<file path="src/rtl/dbfa_pkg.sv">
// Purpose: constants for the debug register field-access bank
// Assumes: one debug controller, two harts, 7-bit register bus address
// Notes: offsets shared by design and bench; field positions used by the design only
package dbfa_pkg;
	localparam int NHARTS = 2;
	localparam int ADDR_W = 7;
	localparam int DATA_W = 32;
	localparam int HSEL_W = 4;
	localparam int POKE_W = 8;
	localparam int OWNER_W = 4;
	localparam logic [ADDR_W-1:0] ADDR_CTRL = 7'h10;
	localparam logic [ADDR_W-1:0] ADDR_STATUS = 7'h11;
	localparam logic [ADDR_W-1:0] ADDR_SCRATCH = 7'h12;
	localparam int CTRL_HALT_BIT = 0;
	localparam int CTRL_RESUME_BIT = 1;
	localparam int CTRL_STEP_BIT = 2;
	localparam int CTRL_HSEL_LSB = 4;
	localparam int CTRL_POKE_LSB = 8;
	localparam int STAT_HALTED_LSB = 0;
	localparam int STAT_NOTICE_LSB = 8;
	localparam logic [HSEL_W-1:0] HSEL_RESET = 4'h0;
	localparam logic STEP_RESET = 1'b0;
	// preset value of the scratch field, arbitrary but legal
	localparam logic [DATA_W-1:0] SCRATCH_PRESET = 32'h0000_00a5;
	// identity of this controller, value is arbitrary
	localparam logic [OWNER_W-1:0] CONTROLLER_ID = 4'h1;
endpackage

</file>
<file path="src/rtl/dbfa_field_bank.sv">
// Purpose: debug register bank with the common field access types and hart run control
// Assumes: requester on the same clock, one request per cycle at most
// Notes: answer comes one cycle after each request
module dbfa_field_bank (
	input wire logic core_clk_i,
	input wire logic rstn_i,
	input wire logic req_valid_i,
	input wire logic req_write_i,
	input wire logic [dbfa_pkg::ADDR_W-1:0] req_addr_i,
	input wire logic [dbfa_pkg::DATA_W-1:0] req_wdata_i,
	output logic resp_valid_o,
	output logic [dbfa_pkg::DATA_W-1:0] resp_rdata_o,
	input wire logic [dbfa_pkg::NHARTS-1:0] hart_trigger_i,
	input wire logic [dbfa_pkg::NHARTS-1:0] hart_retire_i,
	output logic [dbfa_pkg::NHARTS-1:0] hart_halted_o,
	output logic [dbfa_pkg::NHARTS-1:0] hart_halt_event_o,
	output logic [dbfa_pkg::NHARTS*dbfa_pkg::OWNER_W-1:0] hart_owner_o
);
	function automatic logic [dbfa_pkg::HSEL_W-1:0] legal_hsel(
		input logic [dbfa_pkg::HSEL_W-1:0] v);
		if (v < dbfa_pkg::HSEL_W'(dbfa_pkg::NHARTS)) begin
			legal_hsel = v;
		end else begin
			legal_hsel = dbfa_pkg::HSEL_W'(dbfa_pkg::NHARTS - 1);
		end
	endfunction

	function automatic logic is_write(input logic [dbfa_pkg::ADDR_W-1:0] a,
		input logic v, input logic w, input logic [dbfa_pkg::ADDR_W-1:0] x);
		is_write = v & w & (a == x);
	endfunction

	logic wr_ctrl;
	logic wr_status;
	logic wr_scratch;
	logic notice_clr;
	logic [dbfa_pkg::HSEL_W-1:0] hsel;
	logic step_en;
	logic [dbfa_pkg::DATA_W-1:0] scratch;
	logic [dbfa_pkg::NHARTS-1:0] halted;
	logic [dbfa_pkg::NHARTS-1:0] step_act;
	logic [dbfa_pkg::NHARTS-1:0] notice;
	logic [dbfa_pkg::NHARTS-1:0] enter;
	logic [dbfa_pkg::NHARTS-1:0] resume;
	logic [dbfa_pkg::DATA_W-1:0] next_rdata;

	assign wr_ctrl = is_write(req_addr_i, req_valid_i, req_write_i, dbfa_pkg::ADDR_CTRL);
	assign wr_status = is_write(req_addr_i, req_valid_i, req_write_i, dbfa_pkg::ADDR_STATUS);
	assign wr_scratch = is_write(req_addr_i, req_valid_i, req_write_i, dbfa_pkg::ADDR_SCRATCH);
	// only an all-ones write clears; all zeros and mixed leave the field
	assign notice_clr = wr_status & (&req_wdata_i[dbfa_pkg::STAT_NOTICE_LSB +: dbfa_pkg::NHARTS]);

	// control fields
	always_ff @(posedge core_clk_i) begin
		if (!rstn_i) begin
			hsel <= dbfa_pkg::HSEL_RESET;
			step_en <= dbfa_pkg::STEP_RESET;
		end else if (wr_ctrl) begin
			hsel <= legal_hsel(req_wdata_i[dbfa_pkg::CTRL_HSEL_LSB +: dbfa_pkg::HSEL_W]);
			step_en <= req_wdata_i[dbfa_pkg::CTRL_STEP_BIT];
		end
	end

	always_ff @(posedge core_clk_i) begin
		if (!rstn_i) begin
			scratch <= dbfa_pkg::SCRATCH_PRESET;
		end else if (wr_scratch) begin
			scratch <= req_wdata_i;
		end
	end

	// per-hart run control
	generate
		for (genvar h = 0; h < dbfa_pkg::NHARTS; h++) begin : g_hart
			logic sel;
			logic halt_req;
			assign sel = (hsel == dbfa_pkg::HSEL_W'(h));
			// write-one-only: a zero in these bits does nothing
			assign halt_req = wr_ctrl & sel & req_wdata_i[dbfa_pkg::CTRL_HALT_BIT];
			assign resume[h] = wr_ctrl & sel & halted[h]
				& req_wdata_i[dbfa_pkg::CTRL_RESUME_BIT];
			assign enter[h] = ~halted[h]
				& (halt_req | hart_trigger_i[h] | (step_act[h] & hart_retire_i[h]));
			assign hart_owner_o[h*dbfa_pkg::OWNER_W +: dbfa_pkg::OWNER_W] =
				dbfa_pkg::CONTROLLER_ID;

			always_ff @(posedge core_clk_i) begin
				if (!rstn_i) begin
					halted[h] <= 1'b0;
				end else if (enter[h]) begin
					halted[h] <= 1'b1;
				end else if (resume[h]) begin
					halted[h] <= 1'b0;
				end
			end

			always_ff @(posedge core_clk_i) begin
				if (!rstn_i) begin
					step_act[h] <= 1'b0;
				end else if (resume[h]) begin
					step_act[h] <= step_en;
				end else if (enter[h]) begin
					step_act[h] <= 1'b0;
				end
			end

			// set wins over the clear
			always_ff @(posedge core_clk_i) begin
				if (!rstn_i) begin
					notice[h] <= 1'b0;
				end else if (enter[h]) begin
					notice[h] <= 1'b1;
				end else if (notice_clr) begin
					notice[h] <= 1'b0;
				end
			end

			always_ff @(posedge core_clk_i) begin
				if (!rstn_i) begin
					hart_halt_event_o[h] <= 1'b0;
				end else begin
					hart_halt_event_o[h] <= enter[h];
				end
			end
		end
	endgenerate

	assign hart_halted_o = halted;

	// read data: reserved, write-only and read-zero fields stay zero
	always_comb begin
		next_rdata = '0;
		if (req_valid_i && !req_write_i) begin
			unique case (req_addr_i)
				dbfa_pkg::ADDR_CTRL: begin
					next_rdata[dbfa_pkg::CTRL_STEP_BIT] = step_en;
					next_rdata[dbfa_pkg::CTRL_HSEL_LSB +: dbfa_pkg::HSEL_W] = hsel;
				end
				dbfa_pkg::ADDR_STATUS: begin
					next_rdata[dbfa_pkg::STAT_HALTED_LSB +: dbfa_pkg::NHARTS] = halted;
					next_rdata[dbfa_pkg::STAT_NOTICE_LSB +: dbfa_pkg::NHARTS] = notice;
				end
				dbfa_pkg::ADDR_SCRATCH: begin
					next_rdata = scratch;
				end
				default: begin
					next_rdata = '0;
				end
			endcase
		end
	end

	always_ff @(posedge core_clk_i) begin
		if (!rstn_i) begin
			resp_valid_o <= 1'b0;
			resp_rdata_o <= '0;
		end else begin
			resp_valid_o <= req_valid_i;
			resp_rdata_o <= next_rdata;
		end
	end
endmodule

</file>
<file path="config.mk">
export PLATFORM = sky130hd
export DESIGN_NAME = dbfa_field_bank
export DESIGN_NICKNAME = d
export VERILOG_FILES = /design/src/rtl/dbfa_pkg.sv /design/src/rtl/dbfa_field_bank.sv
export SDC_FILE = /design/constraint.sdc
export NUM_CORES = 1
export LEC_CHECK = 0
export BUFFER_PORTS_ARGS = -buffer_cell sky130_fd_sc_hd__buf_2
export CAP_MARGIN = 5
export CORE_ASPECT_RATIO = 1.75
export CORE_UTILIZATION = 53
export CTS_CLUSTER_DIAMETER = 50
export DETAILED_ROUTE_END_ITERATION = 10
export GPL_TIMING_DRIVEN = 0
export HOLD_SLACK_MARGIN = 0.12
export PLACE_DENSITY = 0.85
export SETUP_SLACK_MARGIN = 0.05
export SLEW_MARGIN = 20
export SYNTH_ARGS = -nofsm -noshare
export SYNTH_HDL_FRONTEND = slang
export SYNTH_SLANG_ARGS = --single-unit
export TNS_END_PERCENT = 10
</file>
<file path="constraint.sdc">
create_clock -name core_clk_i -period 3.2 [get_ports core_clk_i]
set_clock_uncertainty 0.2 [all_clocks]
set_input_delay 0.16 -clock core_clk_i [delete_from_list [all_inputs] [get_ports core_clk_i]]
set_output_delay 0.16 -clock core_clk_i [all_outputs]
set_load 0.02 [all_outputs]
</file>
==> results_dict.tcl, run 1 <==
set metrics [dict create \
    worst_pin_slew_ns 0.771 \
    p_leak_nw 1.84 \
    start_util_pct 55.8 \
    rsz0062_at_grt "no" \
    pin_count 92 \
    grt_pass1_vias 2565 \
    via_per_inst 5.29 \
    netlist_top_cells_count "dfxtp_1, nand2_1, nand3_1, o21ai_0, and2_1" \
    grt_pass1_wl_microns 11400 \
    clk_transition_reported_paths_ns 0.08 \
    crit_path_start_kind "input pin" \
    synthTopCellsByArea "dfxtp_1, nand3_1, o21ai_0" \
    async_flop_share_pct 0 \
    synthXorXnorAreaFrac_pct 0 \
    setup_ws_ns 0.709 \
    wl_per_cell_microns 14.7 \
    synthAdderAreaFrac_pct 0 \
    final_max_slew_viol_count 0 \
    power_density_nw_per_um2 503 \
    p_comb_share_pct 7.6 \
    core.rowCount 34 \
    synth_edf_count 0 \
    seqPwrFrac_pct 49.0 \
    ys_types 35 \
    grt_usage_pct 26.9 \
    synthMuxAreaShare_pct 2.95 \
    cp.arrival_ns 2.59 \
    drc 10 \
    antenna_found_initial 0 \
    cp_data_required_time_ns 3.30 \
    yosysTopAreaCellShare_pct 55.7 \
    root_buffer "clkbuf_8" \
    finalHoldViolCount 0 \
    coreArea_sq_um 5020 \
    violations "design-rule violations" \
    outcome "finished, violations left" \
    sw_frac_of_total_pct 21.3 \
    ir_drop_mv 0.346 \
    final_nets 482 \
    max-clock-path-buffers 2 \
    end_kind "flip-flop" \
    finalWirelength_microns 7250 \
    relSlewSlack_pct 47.9 \
    syn_to_final_growth_pct 42.3 \
    intPower_mw 1.58 \
    clkPwrFrac_pct 43.4 \
    synth_flop_cell "dfxtp_1" \
    synthesis.area_sq_um 2800 \
    synth_top_family_by_area "simple AND/OR/NAND/NOR gates" \
    avgSynthCellArea_sq_um 9.63 \
    antenna_left 0 \
    max_freq_mhz 401 \
    maxCapViolations 0 \
    post-route-period-util_pct 77.8 \
    cts_resized 0 \
    dpl.hpwl_microns 4610 \
    yosysTopAreaCell "dfxtp_1" \
    drive_above_1_share_pct 27.3 \
    ys_warn_count 0 \
    synth_most_common_cell "dfxtp_1" \
    drt_iter0_markers 103 \
    dieArea_sq_um 5590 \
    grt_max_degree 14 \
    die_y_microns 98.2 \
    syn_inst 291 \
    synthSimpleGateAreaFrac_pct 25.2 \
    port-buffer-count 83 \
    route.vias.total 2614 \
    setup_violations 0 \
    min_period_ns 2.49 \
    setup_tns_ns 0 \
    clkSinkCount 78 \
    yosysSeqAreaShare_pct 55.7 \
    crit_type "in2reg" \
    preCtsSetupSlack_ns 0.936 \
    n_antenna_cell 0 \
    clkLatencyLatePin_ns 0.35 \
    worstPathMaxFanout 2 \
    grt.overflow.total 0 \
    die_w_microns 57.0 \
    gp_congestion 0.841 \
    switchingPower_mw 0.428 \
    htree_levels 3 \
    min_path_type "in2reg" \
    synth_compound_area_share_pct 9.65 \
    ys_ff_latch 78 \
    cts_made_buffers 9 \
    dr.pass1.iters 7 \
    cts_tree "yes" \
]
stage by stage:
step / utilization [%] / cell area (sq um) / hold WS (ns) / power [mW] / cells
final: 79.4 / 3990 / 0.148 / 2.00 / 494
after global routing: 79.4 / 3990 / 0.172 / 2.06 / 494
after CTS: 79.4 / 3990 / 0.141 / 2.01 / 494
after detailed placement: 65.9 / 3310 / 0.195 / 1.11 / 434
after global placement: 65.9 / 3310 / 0.190 / 1.11 / 434
after floorplan: - / 2820 / 0.0851 / 1.06 / 297
power by group through the flow:
stage,Clock [mW],Sequential [mW],Combinational [mW]
6_report,0.870,0.983,0.152
5_1_grt,0.916,0.983,0.163
4_1_cts,0.880,0.982,0.147
3_5_place_dp,0,1.01,0.106
3_3_place_gp,0,1.01,0.105
2_1_floorplan,0,1.01,0.0526
routing by layer:
metal,wire length (microns),vias up,global-route usage [%]
met5,0,-,0
met4,277,0,12.9
met3,355,26,6.62
met2,3980,106,51.3
met1,2640,1201,25.7
li1,-,1281,-
worst max-delay path, cell delays in order:
cell and delay, ns:
dlygate4sd3_1 0.55, buf_2 0.13, a21o_1 0.14, dlygate4sd3_1 0.56
or3_1 0.32, o21ai_0 0.17, dlygate4sd3_1 0.56
area by class of cell:
type | instances | area, sq um
sequential | 78 | 1560
multi-input combinational | 187 | 1090
fill | 330 | 1030
timing repair buffer | 127 | 856
buffer | 27 | 154
clock buffer | 11 | 131
clock inverter | 5 | 108
tap | 54 | 67.6
inverter | 5 | 18.8
flip-flops by register name (all words and copies together), names as in the netlist:
signal             count
notice                 2
resp_rdata_o          32
scratch               32
step_en                1
hart_halted_o          2
step_act               2
hart_halt_event_o      2
hsel                   4
resp_valid_o           1
logic make-up (layout without fill, tap and decap cells):
kind of cell    count (synthesis)  in the layout
compound gates                 44             44
buf+inv                        32            175
simple gates                  127            127
other cells                     2              8
flops                          78             78
mux                             8              8
cells in the final DEF, fill, tap and decap left out, types with 5 or more instances in the layout:
master | netlist | routed
a22o_1 | 9 | 9
and2_1 | 23 | 23
and3_1 | 5 | 5
buf_2 | 6 | 89
buf_4 | 8 | 8
clkbuf_1 | 9 | 11
clkbuf_8 | 0 | 9
conb_1 | 2 | 8
dfxtp_1 | 78 | 78
dlygate4sd3_1 | 0 | 44
inv_1 | 5 | 5
mux2i_1 | 6 | 6
nand2_1 | 37 | 37
nand3_1 | 32 | 32
nor2_1 | 6 | 6
o21ai_0 | 30 | 30
path summary, 6_finish.rpt:
kind,endpoint,startpoint,cells past startpoint,slack (ns)
min,hart_halted_o[1],req_addr_i[2],5,0.15
min reg2reg,resp_rdata_o[26],scratch[26],1,0.25
max reg2reg,step_act[0],hsel[3],5,0.83
max,step_act[0],hart_trigger_i[0],7,0.71
timing repair:
item | CTS | global route
hold buffers | 44 | 0
hold endpoints to repair | 51 | 0
buffers inserted | 0 | 0
Power figures use the tool's default switching activity.
==> inputs of run 2 (changes only) <==
--- a/config.mk
+++ b/config.mk
@@ -8,12 +8,12 @@
 export BUFFER_PORTS_ARGS = -buffer_cell sky130_fd_sc_hd__buf_2
 export CAP_MARGIN = 5
 export CORE_ASPECT_RATIO = 1.75
-export CORE_UTILIZATION = 53
+export CORE_UTILIZATION = 45
 export CTS_CLUSTER_DIAMETER = 50
 export DETAILED_ROUTE_END_ITERATION = 10
 export GPL_TIMING_DRIVEN = 0
 export HOLD_SLACK_MARGIN = 0.12
-export PLACE_DENSITY = 0.85
+export PLACE_DENSITY = 0.77
 export SETUP_SLACK_MARGIN = 0.05
 export SLEW_MARGIN = 20
 export SYNTH_ARGS = -nofsm -noshare
==> constraint.sdc (replaced) <==
create_clock -name core_clk_i -period 2.18 [get_ports core_clk_i]
set_clock_uncertainty 0.2 [all_clocks]
set_input_delay 0.109 -clock core_clk_i [delete_from_list [all_inputs] [get_ports core_clk_i]]
set_output_delay 0.109 -clock core_clk_i [all_outputs]
set_load 0.02 [all_outputs]
==> results_dict.tcl, run 2 (synthesis gave the netlist of run 1 again) <==
set metrics [dict create \
    outcome "finished clean" \
    path_buf_inv 4 \
    pin_count 92 \
    worst_pin_slew_ns 0.691 \
    max-clock-path-buffers 2 \
    drive_above_1_share_pct 28.2 \
    min_path_type "in2reg" \
    path_delay_family "buffers and inverters" \
    p_leak_nw 1.85 \
    rsz0062_at_grt "no" \
    antenna_found_initial 0 \
    dpl.cell_count 458 \
    final_max_slew_viol_count 0 \
    gp_congestion 0.881 \
    syn_to_final_growth_pct 43.2 \
    largestRegisters "resp_rdata_o x32, scratch x32, hsel x4" \
    relSlewSlack_pct 53.3 \
    dieArea_sq_um 6560 \
    coreArea_sq_um 5930 \
    cp.arrival_ns 2.04 \
    crit_end "scratch[2]" \
    via_per_inst 5.02 \
    crit_type "in2reg" \
    cp_data_required_time_ns 2.18 \
    min_period_ns 2.03 \
    clkLatencyLatePin_ns 0.33 \
    clk_transition_reported_paths_ns 0.08 \
    setup_tns_ns 0 \
    grt_max_degree 14 \
    crit_path_start_kind "input pin" \
    post-route-period-util_pct 93.1 \
    end_kind "flip-flop" \
    root_buffer "clkbuf_8" \
    setup_violations 0 \
    htree_levels 3 \
    max_freq_mhz 493 \
    final_common_cell "buf_2" \
    clkSinkCount 78 \
    reg2reg_from "step_act[0]" \
    dpl.hpwl_microns 4670 \
    final_cells 518 \
    finalHoldViolCount 0 \
    crit_cells 8 \
    start_util_pct 47.3 \
    grt_pass1_vias 2413 \
    final_nets 483 \
    r2r_slack_ns 0.28 \
    worst_path_max_delay_cell "dlygate4sd3_1" \
    setup_ws_ns 0.150 \
    port-buffer-count 83 \
    reg2reg_to "hart_halted_o[0]" \
    die_y_microns 106 \
    grt_pass1_wl_microns 10900 \
    die_w_microns 61.6 \
    maxCapViolations 0 \
    reg2reg_depth 4 \
    antenna_left 0 \
    grt.overflow.total 0 \
    final_cell_mix "buf_2, dfxtp_1, dlygate4sd3_1" \
    grt_usage_pct 22.9 \
    n_antenna_cell 0 \
    power_density_nw_per_um2 701 \
    route.vias.total 2598 \
    dr.pass1.iters 4 \
    cts_tree "yes" \
    preCtsSetupSlack_ns 0.00679 \
    startpoint "req_addr_i[6]" \
    crit_chain "dlygate4sd3_1 > buf_2 > or2_4 > or4_4 > buf_6 > buf_6 > mux2i_1 > nand2_1" \
    wl_per_cell_microns 13.4 \
    drt_iter0_markers 104 \
    cp_slowest_stage_delay_ns 0.53 \
    ir_drop_mv 0.582 \
    drc 0 \
    finalWirelength_microns 6970 \
    cpMostUsedCell "buf_6" \
    worstPathMaxFanout 10 \
    cts_made_buffers 9 \
    core.rowCount 37 \
]
-- run 2: cell count changes in the layout (fill, tap and decap cells not counted) --
cell	change
buf_4	+2
or2_4	+1
clkbuf_4	+1
clkinv_2	+2
buf_2	-3
bufinv_16	-1
dlygate4sd3_1	+1
or2_2	-1
clkbuf_1	-5
clkbuf_2	+3
-- run 2: worst reg2reg max path: stages (launching register included) --
cell	delay, ns
dfxtp_1	0.34
a21o_1	0.18
dlygate4sd3_1	0.57
or3_1	0.34
and3_1	0.17
-- run 2: metrics by stage --
stage                     util [%]  hold slack, ns  instance area, sq um  power (mW)
after global routing          67.7           0.129                  4010        2.91
after CTS                     67.3          0.0592                  3990        2.81
after detailed placement      56.3           0.137                  3340        1.63
after global placement        56.3           0.135                  3340        1.63
final                         67.7           0.105                  4010        2.81
after floorplan                  -          0.0341                  2820        1.56
-- run 2: final cells by class --
class                   count  area [sq um]
clock inverters             6          87.6
clock buffers               9           124
well taps                  78          97.6
plain buffers              27           165
inverters                   5          18.8
flip-flops and latches     78          1560
fillers                   493          1910
repair buffers            128           866
multi-input cells         187          1090
-- run 2: layer usage --
layer / global-route usage, % / vias up / wire length (microns)
li1: - / 1276 / -
met1: 23.3 / 1219 / 2630
met2: 41.1 / 88 / 3800
met3: 5.96 / 15 / 332
met4: 10.5 / 0 / 207
met5: 0 / - / 0
-- run 2: report_power, final --
| group | switching, mW | total (mW) | internal, mW |
|---|---|---|---|
| logic | 0.107 | 0.225 | 0.118 |
| clock network | 0.505 | 1.14 | 0.638 |
| registers | 0.00900 | 1.44 | 1.43 |
-- run 2: worst min path at each step --
stage / start / end / slack, ns / cells past startpoint
2_1_floorplan: req_wdata_i[0] / scratch[0] / 0.03 / 2
5_1_grt: req_addr_i[5] / hart_halted_o[0] / 0.13 / 5
6_report: req_addr_i[5] / hart_halted_o[0] / 0.11 / 5
3_3_place_gp: req_wdata_i[7] / scratch[7] / 0.14 / 3
3_5_place_dp: req_wdata_i[5] / scratch[5] / 0.14 / 3
4_1_cts: req_addr_i[6] / notice[1] / 0.06 / 4
-- run 2: repair_timing --
item                                    4_1_cts  5_1_grt
resized for setup                             0       12
buffers inserted                              0        0
hold buffers                                 44        1
endpoints found under the setup margin        0       48
endpoints found under the hold margin        52        1
==> inputs of run 3 (changes only) <==
--- a/config.mk
+++ b/config.mk
@@ -5,9 +5,10 @@
 export SDC_FILE = /design/constraint.sdc
 export NUM_CORES = 1
 export LEC_CHECK = 0
+export ABC_AREA = 1
 export BUFFER_PORTS_ARGS = -buffer_cell sky130_fd_sc_hd__buf_2
 export CAP_MARGIN = 5
-export CORE_ASPECT_RATIO = 1.75
+export CORE_ASPECT_RATIO = 0.6
 export CORE_UTILIZATION = 45
 export CTS_CLUSTER_DIAMETER = 50
 export DETAILED_ROUTE_END_ITERATION = 10
==> results_dict.tcl, run 3 <==
set metrics [dict create \
    finalHoldViolCount 0 \
    clkLatencyLatePin_ns 0.35 \
    grt_max_degree 14 \
    gp_congestion 0.801 \
    max-clock-path-buffers 2 \
    antenna_found_initial 0 \
    coreArea_sq_um 5780 \
    maxCapViolations 0 \
    worst_pin_slew_ns 0.529 \
    final_nets 546 \
    drt_iter0_markers 206 \
    crit_type "in2reg" \
    total_power_mw 2.61 \
    ys_warn_count 0 \
    final_common_cell "buf_2" \
    end_kind "flip-flop" \
    synthesis.area_sq_um 2790 \
    port-buffer-count 83 \
    avgSynthCellArea_sq_um 8.34 \
    clk_transition_reported_paths_ns 0.07 \
    fin_util_pct 71.8 \
    synthTopCellsByArea "dfxtp_1, inv_1, o21ai_0" \
    n_antenna_cell 0 \
    cp_data_required_time_ns 2.21 \
    reg2reg_from "hsel[1]" \
    grt_pass1_wl_microns 12300 \
    drc 0 \
    syn_inst 334 \
    yosysTopAreaCell "dfxtp_1" \
    cts_tree "yes" \
    cp_slowest_stage_delay_ns 0.55 \
    startpoint "req_valid_i" \
    r2r_slack_ns 0.28 \
    final_cell_mix "buf_2, dfxtp_1, dlygate4sd3_1" \
    final_max_slew_viol_count 0 \
    dpl.hpwl_microns 4690 \
    die_w_microns 104 \
    async_flop_share_pct 0 \
    design_area_sq_um 4150 \
    placed_area_sq_um 3320 \
    grt_usage_pct 24.2 \
    wl_per_cell_microns 12.6 \
    min_path_type "in2reg" \
    post-route-period-util_pct 95.3 \
    finalWirelength_microns 7360 \
    worst_path_max_delay_cell "dlygate4sd3_1" \
    crit_chain "dlygate4sd3_1 > buf_2 > nand2_1 > inv_2 > nand3_2 > buf_2 > o21ai_0 > a21oi_1 > dlygate4sd3_1" \
    grt.overflow.total 0 \
    start_util_pct 48.2 \
    via_per_inst 4.81 \
    htree_levels 3 \
    cts_made_buffers 9 \
    drive_above_1_share_pct 25.2 \
    rsz0062_at_grt "no" \
    synth_most_common_cell "dfxtp_1" \
    yosysTopAreaCellShare_pct 56.0 \
    reg2reg_to "hart_halted_o[1]" \
    yosysSeqAreaShare_pct 56.0 \
    p_leak_nw 1.96 \
    min_period_ns 2.08 \
    antenna_left 0 \
    relSlewSlack_pct 64.7 \
    ys_ff_latch 78 \
    setup_tns_ns 0 \
    ir_drop_mv 0.429 \
    clkSinkCount 78 \
    max_freq_mhz 481 \
    largestRegisters "resp_rdata_o x32, scratch x32, hsel x4" \
    crit_path_start_kind "input pin" \
    cp.arrival_ns 2.11 \
    dr.pass1.iters 5 \
    reg2reg_depth 8 \
    synth_flop_cell "dfxtp_1" \
    outcome "finished clean" \
    synth_edf_count 0 \
    worstPathMaxFanout 10 \
    power_density_nw_per_um2 629 \
    grt_pass1_vias 2722 \
    root_buffer "clkbuf_8" \
    syn_to_final_growth_pct 49.0 \
    netlist_top_cells_count "dfxtp_1, inv_1, o21ai_0, nor2_1, a21oi_1" \
    setup_violations 0 \
    route.vias.total 2808 \
    crit_end "scratch[10]" \
    post_cts_buffers 0 \
    core.rowCount 21 \
    pin_count 92 \
    ys_types 24 \
    die_y_microns 63.0 \
    dieArea_sq_um 6520 \
]
-- run 3: cell types whose count changed after synthesis, moves of 3 or more --
| cell | delta |
|---|---|
| inv_1 | +54 |
| a21oi_1 | +34 |
| nor2_1 | +29 |
| and2_1 | -23 |
| nand2_1 | -15 |
| nand3_1 | -10 |
| a22o_1 | -9 |
| o21ai_0 | +8 |
| mux2i_1 | -6 |
| and3_1 | -5 |
| buf_2 | -4 |
| nor4b_1 | -3 |
| o21ai_1 | +3 |
-- run 3: per-layer routing --
metal / part of all wire [%] / wire length (microns) / vias up / global-route usage [%]
li1: - / - / 1375 / -
met3: 8.4 / 617 / 26 / 8.24
met4: 2.0 / 148 / 0 / 8.88
met2: 45 / 3300 / 139 / 39.4
met1: 45 / 3300 / 1268 / 29.8
met5: 0 / 0 / - / 0
-- run 3: area by class of cell --
type	instances	area (sq um)
fill	469	1630
multi-input combinational	180	877
sequential	78	1560
inverter	61	229
tap	80	100
clock inverter	6	38.8
buffer	21	144
clock buffer	10	128
timing repair buffer	148	1070
-- run 3: how the worst min path moves through the flow --
| stage | startpoint | endpoint | slack, ns | cells after the start |
|---|---|---|---|---|
| after CTS | req_write_i | hart_halted_o[0] | 0.13 | 6 |
| after detailed placement | req_wdata_i[5] | scratch[5] | 0.16 | 3 |
| after global placement | req_wdata_i[5] | scratch[5] | 0.15 | 3 |
| after floorplan | req_wdata_i[0] | scratch[0] | 0.04 | 2 |
| final | req_write_i | hart_halted_o[0] | 0.13 | 6 |
| after global routing | req_write_i | hart_halted_o[0] | 0.15 | 6 |
-- run 3: worst max-delay path: cells and delay by family --
family                 cells  cell delay, ns
buffers and inverters      5            1.52
and+or+nand+nor            2            0.21
AOI/OAI and AO/OA          2            0.27
-- run 3: logic make-up (layout without fill, tap and decap cells) --
family	count (synthesis)	count (layout)	synth area share, %
compound gates	79	79	14.7
buf+inv	82	246	13.3
flops	78	78	56.0
other cells	2	8	0.270
simple gates	93	93	15.7
-- run 3: repair_timing --
| item | CTS | global route |
|---|---|---|
| endpoints found under the setup margin | 0 | 17 |
| gates resized for setup | 0 | 12 |
| hold buffers | 65 | 0 |
| hold endpoints to repair | 52 | 0 |
-- run 3: per-stage QoR --
stage               std cells  worst slack (ns)  hold WS (ns)
finish                    584             0.103         0.133
CTS                       584            0.0707         0.128
detailed placement        503             0.592         0.159
global route              584            0.0626         0.151
global placement          503             0.644         0.145
floorplan                 340             0.942        0.0354
-- run 3: report_power, final --
group	switching [mW]	internal, mW
Combinational	0.111	0.130
Clock	0.518	0.409
Sequential	0.00617	1.43
Total	0.636	1.97
